[src/tci_pkg.sv]
package tci_pkg;
    // ==========================================================
    // clock and timing
    localparam int CLK_MHZ = 100;
    localparam int FLASH_MS = 200;
    localparam int PAUSE_MS = 1000;
    localparam int BOOT_STEP_MS = 300;
    localparam int HEART_MS = 500;
    localparam int ACT_MS = 50;
    localparam int LINK_MS = 250;
    localparam int FLASH_CYC = FLASH_MS * 1000 * CLK_MHZ;
    localparam int PAUSE_CYC = PAUSE_MS * 1000 * CLK_MHZ;
    localparam int BOOT_CYC = BOOT_STEP_MS * 1000 * CLK_MHZ;
    localparam int HEART_CYC = HEART_MS * 1000 * CLK_MHZ;
    localparam int ACT_CYC = ACT_MS * 1000 * CLK_MHZ;
    localparam int LINK_CYC = LINK_MS * 1000 * CLK_MHZ;
    localparam int CNT_W = 32;
    // ==========================================================
    // sensor front end, millivolts and microamps
    localparam int MV_W = 12;
    localparam logic [MV_W-1:0] SENSE_MIN_MV = 12'h050;
    localparam logic [MV_W-1:0] SENSE_MAX_MV = 12'h8FC;
    localparam int UA_W = 13;
    localparam logic [UA_W-1:0] CUR_MIN_UA = 13'h0064;
    localparam logic [UA_W-1:0] CUR_MAX_UA = 13'h0FA0;
    localparam logic [UA_W-1:0] CUR_RST_UA = 13'h03E8;
    // ==========================================================
    // temperature in tenths of a degree
    localparam int T_W = 16;
    localparam logic [T_W-1:0] TOL_DECI = 16'h000A;
    // ==========================================================
    typedef enum logic [2:0] {
        TCI_BOOT_RED, TCI_BOOT_YEL, TCI_BOOT_GRN, TCI_RUN, TCI_SAFE
    } tci_state_t;
endpackage : tci_pkg

[src/tci_top.sv]
`timescale 1ns/10ps
// Function
// [RULE_01] sensor current configurable 100 uA to 4 mA; 1 mA after reset
// [RULE_02] sensor voltage below 0,08 V means short; raise sensor error
// [RULE_03] sensor voltage above 2,30 V means open wire; raise sensor error
// [RULE_04] error led dark without fault; one flash for sensor fault
// [RULE_05] output over-current fault shows two flashes on error led
// [RULE_06] power stage over-temperature shows three flashes on error led
// [RULE_07] status led off while final enable inactive
// [RULE_08] status led steady on when enabled and within one degree
// [RULE_09] status led one flash when enabled and too cold
// [RULE_10] status led two flashes when enabled and too hot
// [RULE_11] heartbeat led toggles periodically after boot in normal operation
// [RULE_12] boot lights then clears red, yellow, green in order
// [RULE_13] safe state blinks three leds together in phase
// [RULE_14] safe state persists until power removal
// [RULE_15] receive led flashes while serial data arrives
// [RULE_16] transmit led flashes while serial data is sent
// [RULE_17] both activity leds flash periodically while host session connected
// [RULE_18] supply leds steadily on while their rails are present
// [RULE_19] output short detection is hardware, no firmware latency
// [RULE_20] fault clear input clears latched errors, not the processor
// [RULE_21] hardware enable mode: final enable follows hardware enable alone
// [RULE_22] software mode: final enable needs hardware enable and start request
// [RULE_23] flash groups use equal on and off pulses, then longer pause
// [RULE_24] coexisting faults show the lowest-numbered fault code
module tci_top #(
    parameter int FLASH_CYCLES = tci_pkg::FLASH_CYC,
    parameter int PAUSE_CYCLES = tci_pkg::PAUSE_CYC,
    parameter int BOOT_CYCLES = tci_pkg::BOOT_CYC,
    parameter int HEART_CYCLES = tci_pkg::HEART_CYC,
    parameter int ACT_CYCLES = tci_pkg::ACT_CYC,
    parameter int LINK_CYCLES = tci_pkg::LINK_CYC
) (
    // clock and reset
    input wire logic clock,
    input wire logic rst,
    // sensor front end
    input wire logic [tci_pkg::MV_W-1:0] sense_mv,
    input wire logic [tci_pkg::UA_W-1:0] cur_req_ua,
    input wire logic cur_req_wr,
    output logic [tci_pkg::UA_W-1:0] cur_set_ua,
    output logic sensor_err,
    // power stage faults and clearing
    input wire logic out_short,
    input wire logic stage_hot,
    input wire logic fault_clear_input,
    output logic short_trip,
    // enable chain and regulation
    input wire logic hardware_enable_input,
    input wire logic sw_mode,
    input wire logic sw_start,
    input wire logic signed [tci_pkg::T_W-1:0] temp_deci,
    input wire logic signed [tci_pkg::T_W-1:0] setp_deci,
    output logic final_enable,
    // serial activity and safe state
    input wire logic rx_event,
    input wire logic tx_event,
    input wire logic host_conn,
    input wire logic safe_req,
    // supply rails
    input wire logic [5:0] rail_ok,
    // leds
    output logic led_err,
    output logic led_stat,
    output logic led_cpu,
    output logic led_red,
    output logic led_yel,
    output logic led_grn,
    output logic led_rx,
    output logic led_tx,
    output logic [5:0] led_rail
);
    import tci_pkg::*;

    // ==========================================================
    // flash code generator
    function automatic logic code_on(input logic [1:0] n, input logic [2:0] ph,
                                     input logic in_pause);
        code_on = !in_pause && (ph[0] == 1'b0) && ({1'b0, ph[2:1]} < {1'b0, n});
    endfunction : code_on

    logic [CNT_W-1:0] fl_cnt_q;
    logic [2:0] fl_ph_q;
    logic fl_pause_q;
    wire fl_tick = (fl_cnt_q == CNT_W'(FLASH_CYCLES - 1));
    wire pa_tick = (fl_cnt_q == CNT_W'(PAUSE_CYCLES - 1));

    // six half-slots cover three flashes; equal on and off, then pause
    always_ff @(posedge clock) begin
        if (rst) begin
            fl_cnt_q <= '0;
            fl_ph_q <= '0;
            fl_pause_q <= 1'b0;
        end else if (fl_pause_q) begin
            fl_cnt_q <= pa_tick ? '0 : fl_cnt_q + 1'b1; // RULE_23
            fl_pause_q <= !pa_tick;
        end else if (fl_tick) begin
            fl_cnt_q <= '0;
            fl_ph_q <= (fl_ph_q == 3'h5) ? 3'h0 : fl_ph_q + 3'h1; // RULE_23
            fl_pause_q <= (fl_ph_q == 3'h5);
        end else begin
            fl_cnt_q <= fl_cnt_q + 1'b1;
        end
    end

    // ==========================================================
    // sensor current setting
    wire cur_ok = (cur_req_ua >= CUR_MIN_UA) && (cur_req_ua <= CUR_MAX_UA);
    always_ff @(posedge clock) begin
        if (rst)
            cur_set_ua <= CUR_RST_UA; // RULE_01
        else if (cur_req_wr && cur_ok)
            cur_set_ua <= cur_req_ua; // RULE_01
    end

    // ==========================================================
    // faults; latches hold until fault_clear_input, set beats clear
    wire sens_now = (sense_mv < SENSE_MIN_MV) || (sense_mv > SENSE_MAX_MV); // RULE_02 RULE_03
    logic sens_q, short_q, hot_q;
    always_ff @(posedge clock) begin
        if (rst) begin
            sens_q <= 1'b0;
            short_q <= 1'b0;
            hot_q <= 1'b0;
        end else begin
            sens_q <= sens_now | (sens_q & !fault_clear_input); // RULE_20
            short_q <= out_short | (short_q & !fault_clear_input); // RULE_20
            hot_q <= stage_hot | (hot_q & !fault_clear_input); // RULE_20
        end
    end
    // trip path bypasses all sequencing, no firmware latency
    assign short_trip = out_short | short_q; // RULE_19
    assign sensor_err = sens_q;

    wire [1:0] err_code = sens_q ? 2'h1 : short_q ? 2'h2 : hot_q ? 2'h3 : 2'h0; // RULE_24

    // ==========================================================
    // enable chain and regulation band
    wire fen = sw_mode ? (hardware_enable_input & sw_start) // RULE_22
                       : hardware_enable_input; // RULE_21
    // one extra bit so extreme setpoints cannot wrap the difference
    wire signed [T_W:0] diff = $signed({temp_deci[T_W-1], temp_deci})
                               - $signed({setp_deci[T_W-1], setp_deci});
    wire too_cold = diff < -$signed({1'b0, TOL_DECI});
    wire too_hot = diff > $signed({1'b0, TOL_DECI});
    wire [1:0] stat_code = too_cold ? 2'h1 : too_hot ? 2'h2 : 2'h0;

    // ==========================================================
    // boot, run and safe sequencing
    tci_state_t st_q;
    logic [CNT_W-1:0] st_cnt_q;
    logic bt_half_q;
    logic heart_q, blink_q;
    wire st_tick = (st_cnt_q == CNT_W'(BOOT_CYCLES - 1));
    wire hb_tick = (st_cnt_q == CNT_W'(HEART_CYCLES - 1));

    always_ff @(posedge clock) begin
        if (rst) begin
            st_q <= TCI_BOOT_RED;
            st_cnt_q <= '0;
            bt_half_q <= 1'b0;
            heart_q <= 1'b0;
            blink_q <= 1'b0;
        end else begin
            case (st_q)
                TCI_BOOT_RED, TCI_BOOT_YEL, TCI_BOOT_GRN: begin
                    st_cnt_q <= st_tick ? '0 : st_cnt_q + 1'b1;
                    if (st_tick) begin
                        bt_half_q <= !bt_half_q;
                        if (bt_half_q) begin
                            case (st_q) // RULE_12
                                TCI_BOOT_RED: st_q <= TCI_BOOT_YEL;
                                TCI_BOOT_YEL: st_q <= TCI_BOOT_GRN;
                                default: st_q <= TCI_RUN;
                            endcase
                        end
                    end
                end
                TCI_RUN: begin
                    st_cnt_q <= hb_tick ? '0 : st_cnt_q + 1'b1;
                    if (hb_tick)
                        heart_q <= !heart_q; // RULE_11
                    if (safe_req) begin
                        st_q <= TCI_SAFE;
                        st_cnt_q <= '0;
                    end
                end
                default: begin
                    // no exit: only power removal leaves the safe state
                    st_q <= TCI_SAFE; // RULE_14
                    st_cnt_q <= hb_tick ? '0 : st_cnt_q + 1'b1;
                    if (hb_tick)
                        blink_q <= !blink_q; // RULE_13
                end
            endcase
        end
    end

    wire run = (st_q == TCI_RUN);
    wire safe = (st_q == TCI_SAFE);
    wire bt_lit = !bt_half_q;

    // ==========================================================
    // serial activity stretchers and host beacon
    // a new event restarts the hold, so a burst reads as one long flash
    function automatic logic [CNT_W-1:0] stretch(input logic ev, input logic [CNT_W-1:0] c);
        stretch = ev ? CNT_W'(ACT_CYCLES) : (c != '0) ? c - 1'b1 : '0;
    endfunction : stretch

    logic [CNT_W-1:0] rx_cnt_q, tx_cnt_q, ln_cnt_q;
    logic ln_q;
    always_ff @(posedge clock) begin
        if (rst) begin
            rx_cnt_q <= '0;
            tx_cnt_q <= '0;
            ln_cnt_q <= '0;
            ln_q <= 1'b0;
        end else begin
            rx_cnt_q <= stretch(rx_event, rx_cnt_q); // RULE_15
            tx_cnt_q <= stretch(tx_event, tx_cnt_q); // RULE_16
            if (!host_conn) begin
                ln_cnt_q <= '0;
                ln_q <= 1'b0;
            end else if (ln_cnt_q == CNT_W'(LINK_CYCLES - 1)) begin
                ln_cnt_q <= '0;
                ln_q <= !ln_q; // RULE_17
            end else begin
                ln_cnt_q <= ln_cnt_q + 1'b1;
            end
        end
    end

    // ==========================================================
    // led registers
    wire err_d = run && code_on(err_code, fl_ph_q, fl_pause_q); // RULE_04 RULE_05 RULE_06
    wire stat_d = run && fen && ((stat_code == 2'h0) // RULE_07 RULE_08
                  || code_on(stat_code, fl_ph_q, fl_pause_q)); // RULE_09 RULE_10
    always_ff @(posedge clock) begin
        if (rst) begin
            led_err <= 1'b0;
            led_stat <= 1'b0;
            led_cpu <= 1'b0;
            led_red <= 1'b0;
            led_yel <= 1'b0;
            led_grn <= 1'b0;
            led_rx <= 1'b0;
            led_tx <= 1'b0;
            led_rail <= '0;
            final_enable <= 1'b0;
        end else begin
            final_enable <= fen && !safe;
            led_err <= safe ? blink_q : err_d; // RULE_13
            led_stat <= safe ? blink_q : stat_d; // RULE_13
            led_cpu <= safe ? blink_q : (run && heart_q); // RULE_11 RULE_13
            led_red <= (st_q == TCI_BOOT_RED) && bt_lit; // RULE_12
            led_yel <= (st_q == TCI_BOOT_YEL) && bt_lit; // RULE_12
            led_grn <= (st_q == TCI_BOOT_GRN) && bt_lit; // RULE_12
            led_rx <= (rx_cnt_q != '0) || ln_q; // RULE_15 RULE_17
            led_tx <= (tx_cnt_q != '0) || ln_q; // RULE_16 RULE_17
            led_rail <= rail_ok; // RULE_18
        end
    end

    // ==========================================================
    // checks
    AST_CUR_RESET: assert property (@(posedge clock) // RULE_01
        $past(rst) && !rst |-> cur_set_ua == CUR_RST_UA)
        else $error("current not 1 mA after reset");
    AST_CUR_RANGE: assert property (@(posedge clock) disable iff (rst) // RULE_01
        cur_set_ua >= CUR_MIN_UA && cur_set_ua <= CUR_MAX_UA)
        else $error("current out of range");
    AST_SENS_LOW: assert property (@(posedge clock) disable iff (rst) // RULE_02
        sense_mv < SENSE_MIN_MV |=> sensor_err)
        else $error("short not flagged");
    AST_SENS_HIGH: assert property (@(posedge clock) disable iff (rst) // RULE_03
        sense_mv > SENSE_MAX_MV |=> sensor_err)
        else $error("open wire not flagged");
    AST_SENS_HOLD: assert property (@(posedge clock) disable iff (rst) // RULE_20
        sensor_err && !fault_clear_input |=> sensor_err)
        else $error("sensor fault dropped without clear");
    AST_ERR_DARK: assert property (@(posedge clock) disable iff (rst) // RULE_04
        run && err_code == 2'h0 |=> !led_err)
        else $error("error led lit without fault");
    AST_ERR_PRIO: assert property (@(posedge clock) disable iff (rst) // RULE_24
        run && sens_q && fl_ph_q == 3'h2 && !fl_pause_q |=> !led_err)
        else $error("other fault code shown over sensor fault");
    AST_SHORT_FAST: assert property (@(posedge clock) disable iff (rst) // RULE_19
        out_short |-> short_trip)
        else $error("short trip late");
    AST_STAT_OFF: assert property (@(posedge clock) disable iff (rst) // RULE_07
        !fen |=> !led_stat || safe)
        else $error("status lit while disabled");
    AST_STAT_STEADY: assert property (@(posedge clock) disable iff (rst) // RULE_08
        run && fen && stat_code == 2'h0 |=> led_stat)
        else $error("status dark while in band");
    AST_STAT_COLD: assert property (@(posedge clock) disable iff (rst) // RULE_09
        run && fen && too_cold && fl_ph_q == 3'h0 && !fl_pause_q |=> led_stat)
        else $error("cold flash missing");
    AST_HW_MODE: assert property (@(posedge clock) disable iff (rst) // RULE_21
        !sw_mode && !safe && !$past(safe) |=> final_enable == $past(hardware_enable_input))
        else $error("hw mode enable wrong");
    AST_SW_MODE: assert property (@(posedge clock) disable iff (rst) // RULE_22
        sw_mode && !sw_start |=> !final_enable)
        else $error("sw mode enabled without start");
    AST_CPU_BOOT: assert property (@(posedge clock) disable iff (rst) // RULE_11
        !run && !safe |=> !led_cpu)
        else $error("heartbeat before boot done");
    AST_BOOT_ONE: assert property (@(posedge clock) disable iff (rst) // RULE_12
        $onehot0({led_red, led_yel, led_grn}))
        else $error("more than one boot led lit");
    AST_SAFE_STAYS: assert property (@(posedge clock) disable iff (rst) // RULE_14
        safe |=> safe)
        else $error("safe state left");
    AST_SAFE_OFF: assert property (@(posedge clock) disable iff (rst) // RULE_14
        safe |=> !final_enable)
        else $error("enable active in safe state");
    AST_SAFE_PHASE: assert property (@(posedge clock) disable iff (rst) // RULE_13
        safe && $past(safe) |=> led_err == led_stat && led_stat == led_cpu)
        else $error("safe leds out of phase");
    AST_RX_HOLD: assert property (@(posedge clock) disable iff (rst) // RULE_15
        rx_event |-> ##2 led_rx)
        else $error("receive activity not shown");
    AST_TX_HOLD: assert property (@(posedge clock) disable iff (rst) // RULE_16
        tx_event |-> ##2 led_tx)
        else $error("transmit activity not shown");
    AST_LINK: assert property (@(posedge clock) disable iff (rst) // RULE_17
        host_conn && ln_q |=> led_rx && led_tx)
        else $error("host beacon not shown");
    AST_CLEAR: assert property (@(posedge clock) disable iff (rst) // RULE_20
        fault_clear_input && !stage_hot ##1 !stage_hot |-> !hot_q)
        else $error("latched fault not cleared");
    AST_RAIL: assert property (@(posedge clock) disable iff (rst) // RULE_18
        ##1 led_rail == $past(rail_ok))
        else $error("rail led mismatch");

    // ==========================================================
    // cover points
    COV_BOOT_DONE: cover property (@(posedge clock) disable iff (rst) st_q == TCI_BOOT_GRN ##1 run);
    COV_SAFE: cover property (@(posedge clock) disable iff (rst) run ##1 safe);
    COV_PRIO: cover property (@(posedge clock) disable iff (rst) sens_q && short_q && hot_q);
    COV_STAT_ON: cover property (@(posedge clock) disable iff (rst) led_stat && stat_code == 2'h0);
    COV_LINK: cover property (@(posedge clock) disable iff (rst) host_conn && led_rx && led_tx);
endmodule : tci_top
[config.mk]
export PLATFORM = sky130hd
export DESIGN_NAME = tci_top
export DESIGN_NICKNAME = d
export VERILOG_FILES = /design/src/tci_pkg.sv /design/src/tci_top.sv
export SDC_FILE = /design/constraint.sdc
export NUM_CORES = 1
export LEC_CHECK = 0
export ABC_AREA = 0
export BUFFER_PORTS_ARGS = -buffer_cell sky130_fd_sc_hd__buf_2
export CORE_ASPECT_RATIO = 1.5
export CORE_MARGIN = 4
export CORE_UTILIZATION = 35
export DETAILED_ROUTE_END_ITERATION = 8
export PLACE_DENSITY = 0.61
export RECOVER_POWER = 25
export SLEW_MARGIN = 20
export SYNTH_ARGS = -nofsm -noshare
export SYNTH_HDL_FRONTEND = slang
export SYNTH_SLANG_ARGS = --single-unit
[constraint.sdc]
create_clock -name clock -period 5.8 [get_ports clock]
set_clock_uncertainty 0.15 [all_clocks]
set_input_delay 1.45 -clock clock [delete_from_list [all_inputs] [get_ports clock]]
set_output_delay 1.45 -clock clock [all_outputs]
set_load 0.02 [all_outputs]
==> metrics.md <==
| Metric | Value |
|---|---|
| Largest stage delay, worst path | `between 0.4 and 0.5 ns` |
| Height of the die | `between 200 and 250 µm` |
| Crit end category | `flop` |
| Commonest non-fill, non-tap cell in the layout | `nor2_1` |
| Synth top area cells | `dfxtp_1, nor2_1, xnor2_1` |
| CTS sink count | `between 200 and 250` |
| Share of the synthesized area in the top cell type | `about two fifths` |
| Buffers and inverters on the worst path | `2` |
| Remaining DRCs | `0` |
| Initial antenna violation count | `0` |
| Worst EP arrival | `roughly 4.8 ns` |
| Setup TNS Final | `0 ns` |
| Clk slew on worst S/H paths | `roughly 0.060 ns` |
| Iteration-0 DRC Markers | `~260` |
| Leak Pwr | `roughly 0.0043 µW` |
| Setup violations, final | `0` |
| Power Density | `between 200 and 300 nW/µm²` |
| Fmax | `roughly 220 MHz` |
| Post-DP HPWL | `around 15000 µm` |
| Most used flip-flop cell after synthesis | `dfxtp_1` |
| CP cell instances | `buf_2 > inv_1 > ha_1 > fa_1 > nand2b_1 > a21oi_1 > o211ai_1 > a41oi_1 > o21ai_0 > a221oi_1 > o21ai_0 > ha_1 > o31a_1 > o22ai_1 > a31o_2` |
| Syn Inst Count | `about 1200` |
| Max-Cap Viols | `1` |
| Min-delay worst type | `flop to flop` |
| Kind of critical path | `input pin to flop` |
| Final Max Tran Viols | `41` |
| Area leader, netlist | `dfxtp_1` |
| # IOs | `approximately 110` |
| Worst-Skew Late Latency | `0.49 ns` |
| Hold_buf cts | `0` |
| Status | `complete, but fails checks` |
| Layout cell share with drive strength beyond 1 | `11.6%` |
| RSZ-0062 raised after global routing | `no` |
| Psw | `roughly 790 µW` |
| Syn avg cell area | `between 8 and 9 µm²` |
| Fillcell total | `between 2000 and 3000` |
| Failing checks | `capacitance limit, slew limit` |
| Post_cts resized | `0` |
| Internal Power | `~2600 µW` |
| Global-route usage over all layers | `13.5%` |
| Synth cell types | `73` |
| Area growth, synth to finish | `16.2%` |
| Via count | `approximately 8100` |
| Die area | `30400 µm²` |
| CTS tree | `done` |
| 1st-pass router iterations | `4` |
| Ant. Diodes | `0` |
| Sequential fraction of design power | `roughly 44%` |
| Sw Ratio | `23.7%` |
| Top Family by Delay on Critical Path | `compound AO/OA/AOI/OAI gates` |
| Critical path peak fanout | `4` |
| Total clock buffers created by CTS | `21` |
| Post-detailed-routing wire length | `about 21000 µm` |
| Vias per std cell | `approximately 5.0` |
| Total grt overflow | `0` |
| Starting Density | `a little over a third` |
| Clk pwr share | `between 40% and 50%` |
| Critical Path Start Type | `input pin` |
| Storage element area | `just over 4000 µm²` |
| Port Buffers | `about 110` |
| Die X | `between 100 and 150 µm` |
| Placed Area | `10500 µm²` |
| Nets | `approximately 1400` |
| H-tree Lvls | `1` |
| Vias in the first global route | `7825` |
| Largest net degree at the start of global routing | `41` |
| Final design area excluding fillers | `about 11000 µm²` |
| WL per Instance | `between 10 and 15 µm` |
| Global-route wire length before repair | `approximately 35000 µm` |
| Multi-input gate area in the final layout | `5310 µm²` |
| Postcts setup bufs | `0` |
| Final Hold Viols | `0` |
| Required time worst endpoint | `about 6.0 ns` |
| Flops & latches, synth | `202` |
| Combinational share of power | `roughly 11%` |
| Slowest stage cell, crit path | `a221oi_1` |
| Num rows | `74` |
| Final Critical Period | `~4.6 ns` |
| Fin crit share | `78.8%` |
| Most frequent cells in the layout | `nor2_1, dfxtp_1, nand2_1` |
| EDFF count, synth | `0` |
| Netlist Area Pre-Place | `about 9700 µm²` |
| Gpl congestion | `approximately 0.86` |
| Core area | `about 27000 µm²` |
| Peak VDD IR | `250 µV` |
| CTS root buf | `clkbuf_16` |
| Relative slew slack | `-14.4%` |
| Worst-margin pin slew | `around 1.7 ns` |
| Asr flop ratio synth | `0%` |
| Mapped Nets | `between 1000 and 1500` |
| Remaining antenna violation count | `0` |
| Synth warn | `0` |
| Sequential fraction of the synthesis area | `between 40% and 50%` |
| Clock Path Buffers | `3` |
==> final timing paths <==
check	start	end	slack, ns	cells past startpoint
hold reg to reg	cur_set_ua[10]	cur_set_ua[10]	0.30	2
hold / removal	cur_set_ua[10]	cur_set_ua[10]	0.30	2
setup / recovery	temp_deci[0]	led_stat	1.23	15
setup reg to reg	rx_cnt_q[2]	rx_cnt_q[28]	2.38	9
==> final cells by class <==
cell class / count / share of cell area (%)
flip-flops and latches: 202 / 35.9
repair buffers: 108 / 4.61
multi-input cells: 877 / 47.2
inverters: 42 / 1.40
clock inverters: 12 / 1.96
well taps: 342 / 3.80
clock buffers: 25 / 5.07
==> cell usage after synthesis, types with 7 or more instances <==
cell / instances
xor2_1: 74
and3_1: 17
xnor2_1: 79
a211oi_1: 7
nor2b_1: 13
clkbuf_1: 27
nand4_1: 22
a21oi_1: 55
nand3_1: 47
dfxtp_1: 202
nand2b_1: 9
o21ai_0: 22
nor4_1: 23
nor2_1: 231
nor4b_1: 8
or4_1: 9
nand2_1: 87
nor3_1: 40
or3_1: 16
ha_1: 23
nand3b_1: 11
inv_1: 42
==> flip-flops by register name (all words and copies together), names as in the netlist, 3 cells and up <==
signal / count
st_cnt_q: 32
ln_cnt_q: 32
cur_set_ua: 13
fl_ph_q: 3
st_q: 3
tx_cnt_q: 32
rx_cnt_q: 32
fl_cnt_q: 32
led_rail: 6
==> per-stage QoR <==
step	hold slack, ns	util (%)	setup slack (ns)	power (µW)	std cells
3_3_place_gp	0.292	38.5	0.943	1860	1571
3_5_place_dp	0.296	38.5	0.767	1870	1571
2_1_floorplan	0.276	-	1.29	1770	1157
5_1_grt	0.333	41.3	0.861	3510	1608
6_report	0.304	41.3	1.23	3360	1608
4_1_cts	0.309	41.4	1.27	3410	1608
==> metal layers <==
layer / vias to the layer above / share of wire [%] / wire length [µm] / global-route usage (%)
met2: 143 / 52 / 10700 / 25.4
met3: 32 / 3.8 / 789 / 1.56
met4: 0 / 2.0 / 421 / 4.48
li1: 4141 / - / - / -
met1: 3735 / 42 / 8630 / 15.7
met5: - / 0 / 0 / 0
==> power groups by stage <==
stage               Combinational, µW  Sequential, µW  Clock [µW]
floorplan                         273            1500           0
global placement                  370            1490           0
detailed placement                376            1490           0
CTS                               378            1460        1570
global route                      420            1470        1620
finish                            372            1460        1520
==> cell families (layout without fill, tap and decap cells) <==
group | after synthesis | count (layout) | share of synthesized area (%)
adder cells (fa/ha/maj) | 24 | 24 | 3.18
XOR/XNOR | 153 | 153 | 13.8
multiplexers | 1 | 1 | 0.103
AND/OR/NAND/NOR | 576 | 576 | 29.8
buffers and inverters | 78 | 187 | 3.39
AO/OA/AOI/OAI | 123 | 123 | 7.94
flip-flops | 202 | 202 | 41.8
==> worst register-to-register path, stage by stage, from the launching register on <==
cell and delay, ns:
dfxtp_1 0.34, nor4_1 0.47, nand2_1 0.13, or2_1 0.29
nand3b_4 0.21, nor4_4 0.36, nand3_2 0.18, or4_1 0.75
nand2_4 0.34, nor2_1 0.09
Note: power is estimated with default switching activity, not from simulation.
